`config.mk`:
```
export PLATFORM = sky130hd
export DESIGN_NAME = bic_ctrl
export DESIGN_NICKNAME = d
export VERILOG_FILES = /design/src/hw/bic_pkg.sv /design/src/hw/bic_ctrl.sv
export VERILOG_INCLUDE_DIRS = /design/src /design/src/hw
export SDC_FILE = /design/constraint.sdc
export NUM_CORES = 1
export LEC_CHECK = 0
export ABC_AREA = 1
export BUFFER_PORTS_ARGS = -buffer_cell sky130_fd_sc_hd__buf_2
export CORE_UTILIZATION = 41
export CTS_CLUSTER_SIZE = 16
export DETAILED_ROUTE_END_ITERATION = 6
export PLACE_DENSITY = 0.84
export SLEW_MARGIN = 20
export SYNTH_ARGS = -nofsm -noshare
export SYNTH_HDL_FRONTEND = slang
export SYNTH_SLANG_ARGS = --single-unit
```
`constraint.sdc`:
```
create_clock -name clock -period 1.57 [get_ports clock]
set_input_delay 0.314 -clock clock [delete_from_list [all_inputs] [get_ports clock]]
set_output_delay 0.314 -clock clock [all_outputs]
set_load 0.05 [all_outputs]
```
`src/hw/bic_map.svh`:
```
`ifndef BIC_MAP_SVH
`define BIC_MAP_SVH
// bit positions inside the bus interface control word
`define BIC_LOCK_BIT        31
`define BIC_RSVD_HI_BIT     30
`define BIC_BR_BIT          28
`define BIC_MEM_LSB         26
`define BIC_EXT_LSB         24
`define BIC_IO_LSB          22
// reset values of the fields
`define BIC_MEM_RST         2'h1
`define BIC_EXT_RST         2'h3
`define BIC_IO_RST          2'h3
// bits that hold state; the rest are reserved
`define BIC_RW_MASK         32'h9ffc_0000
`define BIC_HI_MASK         32'h4000_0000
`define BIC_RESET_VALUE     32'h47c0_0000
`endif

```
`src/hw/bic_pkg.sv`:
```
package bic_pkg;
  // strobe configuration codes shared by all strobe fields
  typedef enum logic [1:0] {
    BIC_STB_OFF   = 2'h0,
    BIC_STB_WRITE = 2'h1,
    BIC_STB_READ  = 2'h2,
    BIC_STB_BOTH  = 2'h3
  } bic_stb_mode_t;
endpackage : bic_pkg

```
`src/hw/bic_ctrl.sv`:
```
`timescale 1ns/1ps
`include "bic_map.svh"

module bic_ctrl
  import bic_pkg::*;
(
  // clock and reset
  input  wire logic        clock,
  input  wire logic        sys_rst,
  // register port from the control coprocessor
  input  wire logic        reg_wr,
  input  wire logic [31:0] reg_wdata,
  output logic      [31:0] reg_rdata,
  // bus cycle qualifiers from the bus unit
  input  wire logic        bus_rd,
  input  wire logic        bus_wr,
  // strobes and shared pins
  output logic             memory_strobe_out_n,
  output logic             io_strobe_out_n,
  output logic             external_data_enable_out_n,
  input  wire logic [1:0]  shared_branch_pins_in,
  output logic      [1:0]  shared_branch_pins_out,
  output logic      [1:0]  shared_branch_pins_oe,
  output logic      [1:0]  branch_cond_in
);

  //////////////////////////////////////////////////////////////////////////
  // strobe decode shared by all three strobe fields
  function automatic logic stb_on(input logic [1:0] mode,
                                  input logic rd, input logic wr);
    case (bic_stb_mode_t'(mode))
      BIC_STB_OFF:   stb_on = 1'b0;
      BIC_STB_WRITE: stb_on = wr;
      BIC_STB_READ:  stb_on = rd;
      BIC_STB_BOTH:  stb_on = rd | wr;
      default:       stb_on = 1'b0;
    endcase
  endfunction : stb_on

  //////////////////////////////////////////////////////////////////////////
  // control word
  logic [31:0] ctrl_r;
  logic [31:0] ctrl_nxt;
  logic [1:0]  sbp_s1_r;
  logic [1:0]  sbp_s1_nxt;
  logic [1:0]  sbp_s2_r;
  logic [1:0]  sbp_s2_nxt;
  logic        mem_n_r;
  logic        mem_n_nxt;
  logic        io_n_r;
  logic        io_n_nxt;
  logic        ext_n_r;
  logic        ext_n_nxt;
  logic        pins_out;

  // writes are masked so reserved bits keep their fixed values; a set
  // lock freezes the word until the next reset
  always_comb begin
    ctrl_nxt = ctrl_r;
    if (reg_wr && !ctrl_r[`BIC_LOCK_BIT]) begin
      ctrl_nxt = (reg_wdata & `BIC_RW_MASK) | `BIC_HI_MASK;
    end
  end

  always_ff @(posedge clock) begin
    if (sys_rst) begin
      ctrl_r <= `BIC_RESET_VALUE;
    end else begin
      ctrl_r <= ctrl_nxt;
    end
  end

  // read back the live word
  assign reg_rdata = ctrl_r;

  //////////////////////////////////////////////////////////////////////////
  // shared pins: input synchroniser and direction
  assign pins_out = ctrl_r[`BIC_BR_BIT];
  assign shared_branch_pins_oe = {2{pins_out}};
  // pins are read as branch inputs only while not driven
  assign branch_cond_in = pins_out ? 2'h0 : sbp_s2_r;

  always_comb begin
    sbp_s1_nxt = shared_branch_pins_in;
    sbp_s2_nxt = sbp_s1_r;
  end

  //////////////////////////////////////////////////////////////////////////
  // strobes, registered so the pins carry no decode glitches; one cycle of
  // lag behind the qualifiers is covered by the software settle time
  always_comb begin
    mem_n_nxt = !stb_on(ctrl_r[`BIC_MEM_LSB +: 2], bus_rd, bus_wr);
    io_n_nxt  = !(pins_out &&
                  stb_on(ctrl_r[`BIC_IO_LSB +: 2], bus_rd, bus_wr));
    ext_n_nxt = !(pins_out &&
                  stb_on(ctrl_r[`BIC_EXT_LSB +: 2], bus_rd, bus_wr));
  end

  always_ff @(posedge clock) begin
    if (sys_rst) begin
      sbp_s1_r <= 2'h0;
      sbp_s2_r <= 2'h0;
      mem_n_r  <= 1'b1;
      io_n_r   <= 1'b1;
      ext_n_r  <= 1'b1;
    end else begin
      sbp_s1_r <= sbp_s1_nxt;
      sbp_s2_r <= sbp_s2_nxt;
      mem_n_r  <= mem_n_nxt;
      io_n_r   <= io_n_nxt;
      ext_n_r  <= ext_n_nxt;
    end
  end

  assign memory_strobe_out_n        = mem_n_r;
  assign io_strobe_out_n            = io_n_r;
  assign external_data_enable_out_n = ext_n_r;
  assign shared_branch_pins_out     = {io_n_r, ext_n_r};
endmodule : bic_ctrl

```
==> results of run 1 <==
final cells by class:
cell class,count,share of cell area
Clock buffer,4,0.0245
Sequential cell,19,0.354
Multi-Input combinational cell,82,0.351
Tap cell,28,0.0326
Timing Repair Buffer,39,0.182
Inverter,16,0.0559
layout by cell type, fill, tap and decap left out:
cell type,instances
conb_1,20
nand3_2,4
nand2_2,4
nor2_4,1
a21oi_1,1
clkbuf_4,3
nor2_2,4
dfxtp_1,19
clkbuf_1,1
nor2_1,15
buf_2,39
nand3_1,12
nand2_1,21
inv_2,3
inv_1,13
how the worst max path moves through the flow:
| stage | startpoint | endpoint | cells after the start |
|---|---|---|---|
| global placement | reg_wr | reg_rdata[19] | 5 |
| CTS | reg_rdata[28] | branch_cond_in[1] | 2 |
| floorplan | reg_rdata[28] | branch_cond_in[0] | 1 |
| finish | reg_rdata[28] | branch_cond_in[1] | 2 |
| global route | reg_rdata[28] | branch_cond_in[1] | 2 |
| detailed placement | reg_wr | reg_rdata[23] | 4 |
worst max-delay path, stage by stage, from the launching register on:
cell and delay, ns:
dfxtp_1 0.37, nor2_1 0.12, buf_2 0.26
state kept, by name, summed over array words and instances (netlist names):
name	flops
sbp_s2_r	2
reg_rdata	12
io_strobe_out_n	1
memory_strobe_out_n	1
external_data_enable_out_n	1
sbp_s1_r	2
stage by stage:
step / hold slack [ns] / util / worst slack, ns / power (W) / cell area, sq um
3_5_place_dp: 0.394 / 0.473 / 0.508 / 0.000941 / 1050
5_1_grt: 0.212 / 0.485 / 0.137 / 0.00123 / 1070
4_1_cts: 0.204 / 0.485 / 0.198 / 0.00118 / 1070
3_3_place_gp: 0.392 / 0.473 / 0.524 / 0.000939 / 1050
2_1_floorplan: 0.383 / - / 0.0101 / 0.000922 / 1030
6_report: 0.219 / 0.485 / 0.218 / 0.00116 / 1070
synth_stat cells (all sizes together):
cell type / count / area [sq um]
inv: 16 / 60.1
dfxtp: 19 / 380
nand3: 16 / 100
conb: 2 / 7.51
nor2: 20 / 92.6
a21oi: 1 / 5.00
nand2: 25 / 104
buf: 26 / 203
clkbuf: 1 / 13.8
layer usage:
metal	GRT usage	share of wire
met1	0.145	0.45
met2	0.213	0.46
met3	0.0576	0.086
met4	0.0417	0.0026
met5	0	0
power groups by stage:
stage / Clock (W) / Sequential, W / Combinational, W
final: 0.000235 / 0.000538 / 0.000392
after global routing: 0.000270 / 0.000542 / 0.000416
after CTS: 0.000248 / 0.000538 / 0.000394
after detailed placement: 0 / 0.000549 / 0.000393
after global placement: 0 / 0.000548 / 0.000391
after floorplan: 0 / 0.000649 / 0.000273
cells by family (layout without fill, tap and decap cells):
group,after synthesis,after routing,share of synthesized area
AND/OR/NAND/NOR,61,61,0.307
buffers and inverters,43,59,0.286
flip-flops,19,19,0.394
other,2,20,0.00777
AO/OA/AOI/OAI,1,1,0.00518
==> impl_metrics.yaml, run 1 <==
setup_path:
  crit_fanout: 7
  r2r_setup_slack_ns: 0.55
  end_kind: "output pin"
  path_class: "flop to output pin"
  cp.required_ns: 1.26
  crit_arrival_ns: 1.04
  startpoint_type: "flop"
  reg2reg_depth: 4
  timing.rr.end: "reg_rdata[22]"
  rr_startpoint: "reg_rdata[31]"
detailed_routing:
  drt_iter0_drc: 11
  vias_per_cell: 4.09
  drc: 0
  wl_um: 1570
  wl_per_cell_um: 8.34
  vias: 769
  drtPass1Iterations: 4
  postRouteAntennaNets: 0
layout:
  num_antenna_cells: 0
  nets: 200
  regArea_sq_um: 380
  area_growth_pct: 11.1
  final.fill_count: 237
  multi_input_area_sq_um: 377
  layout-drive-gt1-share: 0.363
  stdcell_count: 188
clock_network:
  cts.clk_slew.worst_paths_ns: 0.10
  clock_path_buffers: 2
  clock-sinks: 19
  postCtsSetupBuffers: 0
  clkLatencyLatePin_ns: 0.29
  cts_hold_buf: 0
  root_buffer: "clkbuf_4"
  cts.repair.resized: 0
  cts-htree-levels: 1
  numCtsBuffers: 3
  cts_tree: "built"
grt:
  overflow: 0
  grt_max_degree: 15
  grt_usage: 0.128
  grt_antenna_before_repair: 0
  grt_pass1_wl_um: 2440
  first_global_vias: 623
die:
  start_util: 0.437
  coreArea_sq_um: 2210
  die_w_um: 50.5
  pin_count: 80
  die_h_um: 50.5
  dieArea_sq_um: 2550
  num_rows: 17
pwr:
  power.internal_w: 0.000690
  seq_power_share: 0.462
  sw_frac_of_total: 0.408
  peakVddDrop_uv: 567
  powerDensity_nw_per_um2: 1080
  p_comb_frac: 0.337
  p_leak_nw: 0.608
  p_switching_w: 0.000475
  clockPowerShare: 0.201
yosys:
  synth-seq-cells: 19
  synth.cell_area_sq_um: 966
  synthCells: 126
  postSynthAreaPerCell_sq_um: 7.67
  yosysUniqueCellTypes: 15
  synth.yosys.seq_area_share: 0.394
  yosys_warnings: 0
flow_run:
  max-cap-violations: 0
min_path:
  whs_path_depth: 3
  min_from: "shared_branch_pins_in[0]"
  hold_end: "sbp_s1_r[0]"
  hold_path.class: "input pin to flop"
sta:
  setup_viol: 0
  fin_tns_setup_ns: 0
  slew_violations: 0
  hold_viol: 0
  finalClockSkew_ns: 0.000954
  fmax_mhz: 740
  rsz0062_at_grt: "no"
  period_minus_slack_ns: 1.35
  fin_crit_sh: 0.861
place:
  place_inst: 184
  port_buffers: 39
  dp_hpwl_um: 1180
  routabilityCongestion: 0.707
status:
  status: "finished, final reports clean"
Note: power is estimated with default switching activity, not from simulation.
==> inputs of run 2 (changes only) <==
- ABC_AREA: 1 -> 0
- CORE_UTILIZATION: 41 -> 40
==> impl_metrics.yaml, run 2 <==
detailed_routing:
  wl_per_cell_um: 8.97
  vias: 674
  drt_iter0_drc: 4
  drc: 0
  postRouteAntennaNets: 0
  vias_per_cell: 4.27
  drtPass1Iterations: 4
  wl_um: 1420
clock_network:
  cts_hold_buf: 0
  cts_tree: "built"
  postCtsSetupBuffers: 0
  numCtsBuffers: 3
  cts-htree-levels: 1
  root_buffer: "clkbuf_4"
  clock_path_buffers: 2
  cts.clk_slew.worst_paths_ns: 0.10
  clkLatencyLatePin_ns: 0.28
  cts.repair.resized: 0
  clock-sinks: 19
setup_path:
  cp_top_family: "flip-flops"
  max_stage_delay_ns: 0.48
  rr_startpoint: "reg_rdata[31]"
  crit_chain: "buf_2"
  crit_fanout: 8
  end_kind: "output pin"
  crit_arrival_ns: 1.08
  path_class: "flop to output pin"
  worst_path_max_delay_cell: "dfxtp_1"
  cp.required_ns: 1.26
  r2r_setup_slack_ns: 0.55
  reg2reg_depth: 3
  timing.rr.end: "reg_rdata[26]"
  cp_num_buf_inv: 1
  startpoint_type: "flop"
sta:
  setup_viol: 0
  finalClockSkew_ns: 0.00143
  fin_tns_setup_ns: 0
  rsz0062_at_grt: "no"
  hold_viol: 0
  period_minus_slack_ns: 1.40
  fmax_mhz: 717
  fin_crit_sh: 0.889
  slew_violations: 0
  holdWs_ns: 0.233
grt:
  grtUsageMet2: 0.212
  met1_usage: 0.140
  grt_antenna_before_repair: 0
  first_global_vias: 574
  grt_usage: 0.118
  grt_busiest_layer: "met2"
  overflow: 0
  grt_pass1_wl_um: 2330
  grt_max_degree: 29
  met3_usage: 0.0185
yosys:
  synth.yosys.seq_area_share: 0.415
  synth_commonest_cells: "buf_4 (24), dfxtp_1 (19), nor2_1 (11), nor2b_1 (8)"
  synth_top_flop_cell: "dfxtp_1"
  synth.top_cell.area_share: 0.415
  synthAdderAreaFrac: 0
  async_flop_share: 0
  synth_area_leader_cell: "dfxtp_1"
  synth.cell_area_sq_um: 917
  yosys_warnings: 0
  synth-simple-area-share: 0.225
  synth_top_family_by_area: "buffers and inverters"
  postSynthAreaPerCell_sq_um: 9.45
  synth_compound_area_frac: 0.0600
  muxShareOfSynthArea: 0.0668
  synth-seq-cells: 19
  synthTopCellsByArea: "dfxtp_1 (41%), buf_4 (20%), nand4bb_1 (6.1%), mux2i_1 (5.5%), nor2b_1 (5.5%)"
  synth.most_common_cell: "buf_4"
  synthCells: 97
  yosysUniqueCellTypes: 20
  synth_xor_area_frac: 0
  synth-edff-count: 0
layout:
  final.fill_count: 202
  nets: 171
  area_growth_pct: 13.6
  stdcell_count: 158
  final_common_cell: "buf_2"
  final_cell_mix: "buf_2 (39), conb_1 (20), dfxtp_1 (19)"
  largest_reg_flops: 12
  utilization: 0.505
  num_antenna_cells: 0
  layout-drive-gt1-share: 0.359
flow_run:
  max-cap-violations: 0
min_path:
  min_from: "shared_branch_pins_in[0]"
  hold_path.class: "input pin to flop"
  whs_path_depth: 2
  hold_end: "sbp_s1_r[0]"
pwr:
  total_power_w: 0.00110
  peakVddDrop_uv: 539
  p_leak_nw: 0.513
  powerDensity_nw_per_um2: 1050
die:
  num_rows: 16
  pin_count: 80
  dieArea_sq_um: 2490
  die_h_um: 49.9
  start_util: 0.445
  coreArea_sq_um: 2060
  die_w_um: 49.9
place:
  port_buffers: 39
  place_inst: 154
  routabilityCongestion: 0.663
  dp_hpwl_um: 1150
status:
  status: "finished, final reports clean"
run 2: cell types whose count changed in the layout (fill, tap and decap cells not counted), moves of 3 or more:
cell       delta
nand3_2       -4
nor2_1        -4
nor2b_1       +8
nand2_2       -4
nor2_2        -4
nand2_1      -19
nand4bb_1     +5
inv_1        -13
mux2i_1       +5
nand2b_1      +5
o21ai_1       +4
inv_2         -3
nand3_1      -12
run 2: how the worst max path moves through the flow:
stage,from,endpoint,slack (ns),cells after the start
6_report,reg_rdata[31],reg_rdata[31],0.17,1
5_1_grt,reg_rdata[31],reg_rdata[31],0.11,1
4_1_cts,reg_rdata[31],reg_rdata[31],0.16,1
3_5_place_dp,sys_rst,reg_rdata[28],0.37,3
3_3_place_gp,sys_rst,reg_rdata[28],0.40,3
2_1_floorplan,reg_rdata[28],branch_cond_in[0],-0.01,1
run 2: final cells by class:
cell class                 instances  area [sq um]  share of cell area
tap                               27          33.8              0.0324
multi-input combinational         68           398               0.382
timing repair buffer              40           203               0.194
clock inverter                     1          5.00             0.00480
clock buffer                       3          22.5              0.0216
sequential                        19           380               0.365
run 2: logic make-up (layout without fill, tap and decap cells):
group / count (synthesis) / count (layout)
compound gates: 9 / 9
mux: 6 / 6
other cells: 2 / 20
flops: 19 / 19
simple gates: 33 / 33
buf+inv: 28 / 44
run 2: where the power goes:
group          internal (W)  switching, W  leakage (nW)
Clock             0.0000944      0.000135        0.0177
Combinational     0.0000746      0.000265         0.338
Sequential         0.000511     0.0000184         0.157
Total              0.000680      0.000418         0.513
run 2: through the flow:
step	worst slack, ns	area [sq um]
global placement	0.401	1010
CTS	0.162	1040
global route	0.108	1040
finish	0.175	1040
detailed placement	0.371	1010
floorplan	-0.0129	985
run 2: per-layer routing:
layer  vias to the layer above  wire, um
li1                        340         -
met1                       296       613
met2                        38       688
met3                         0       115
met4                         0         0
met5                         -         0
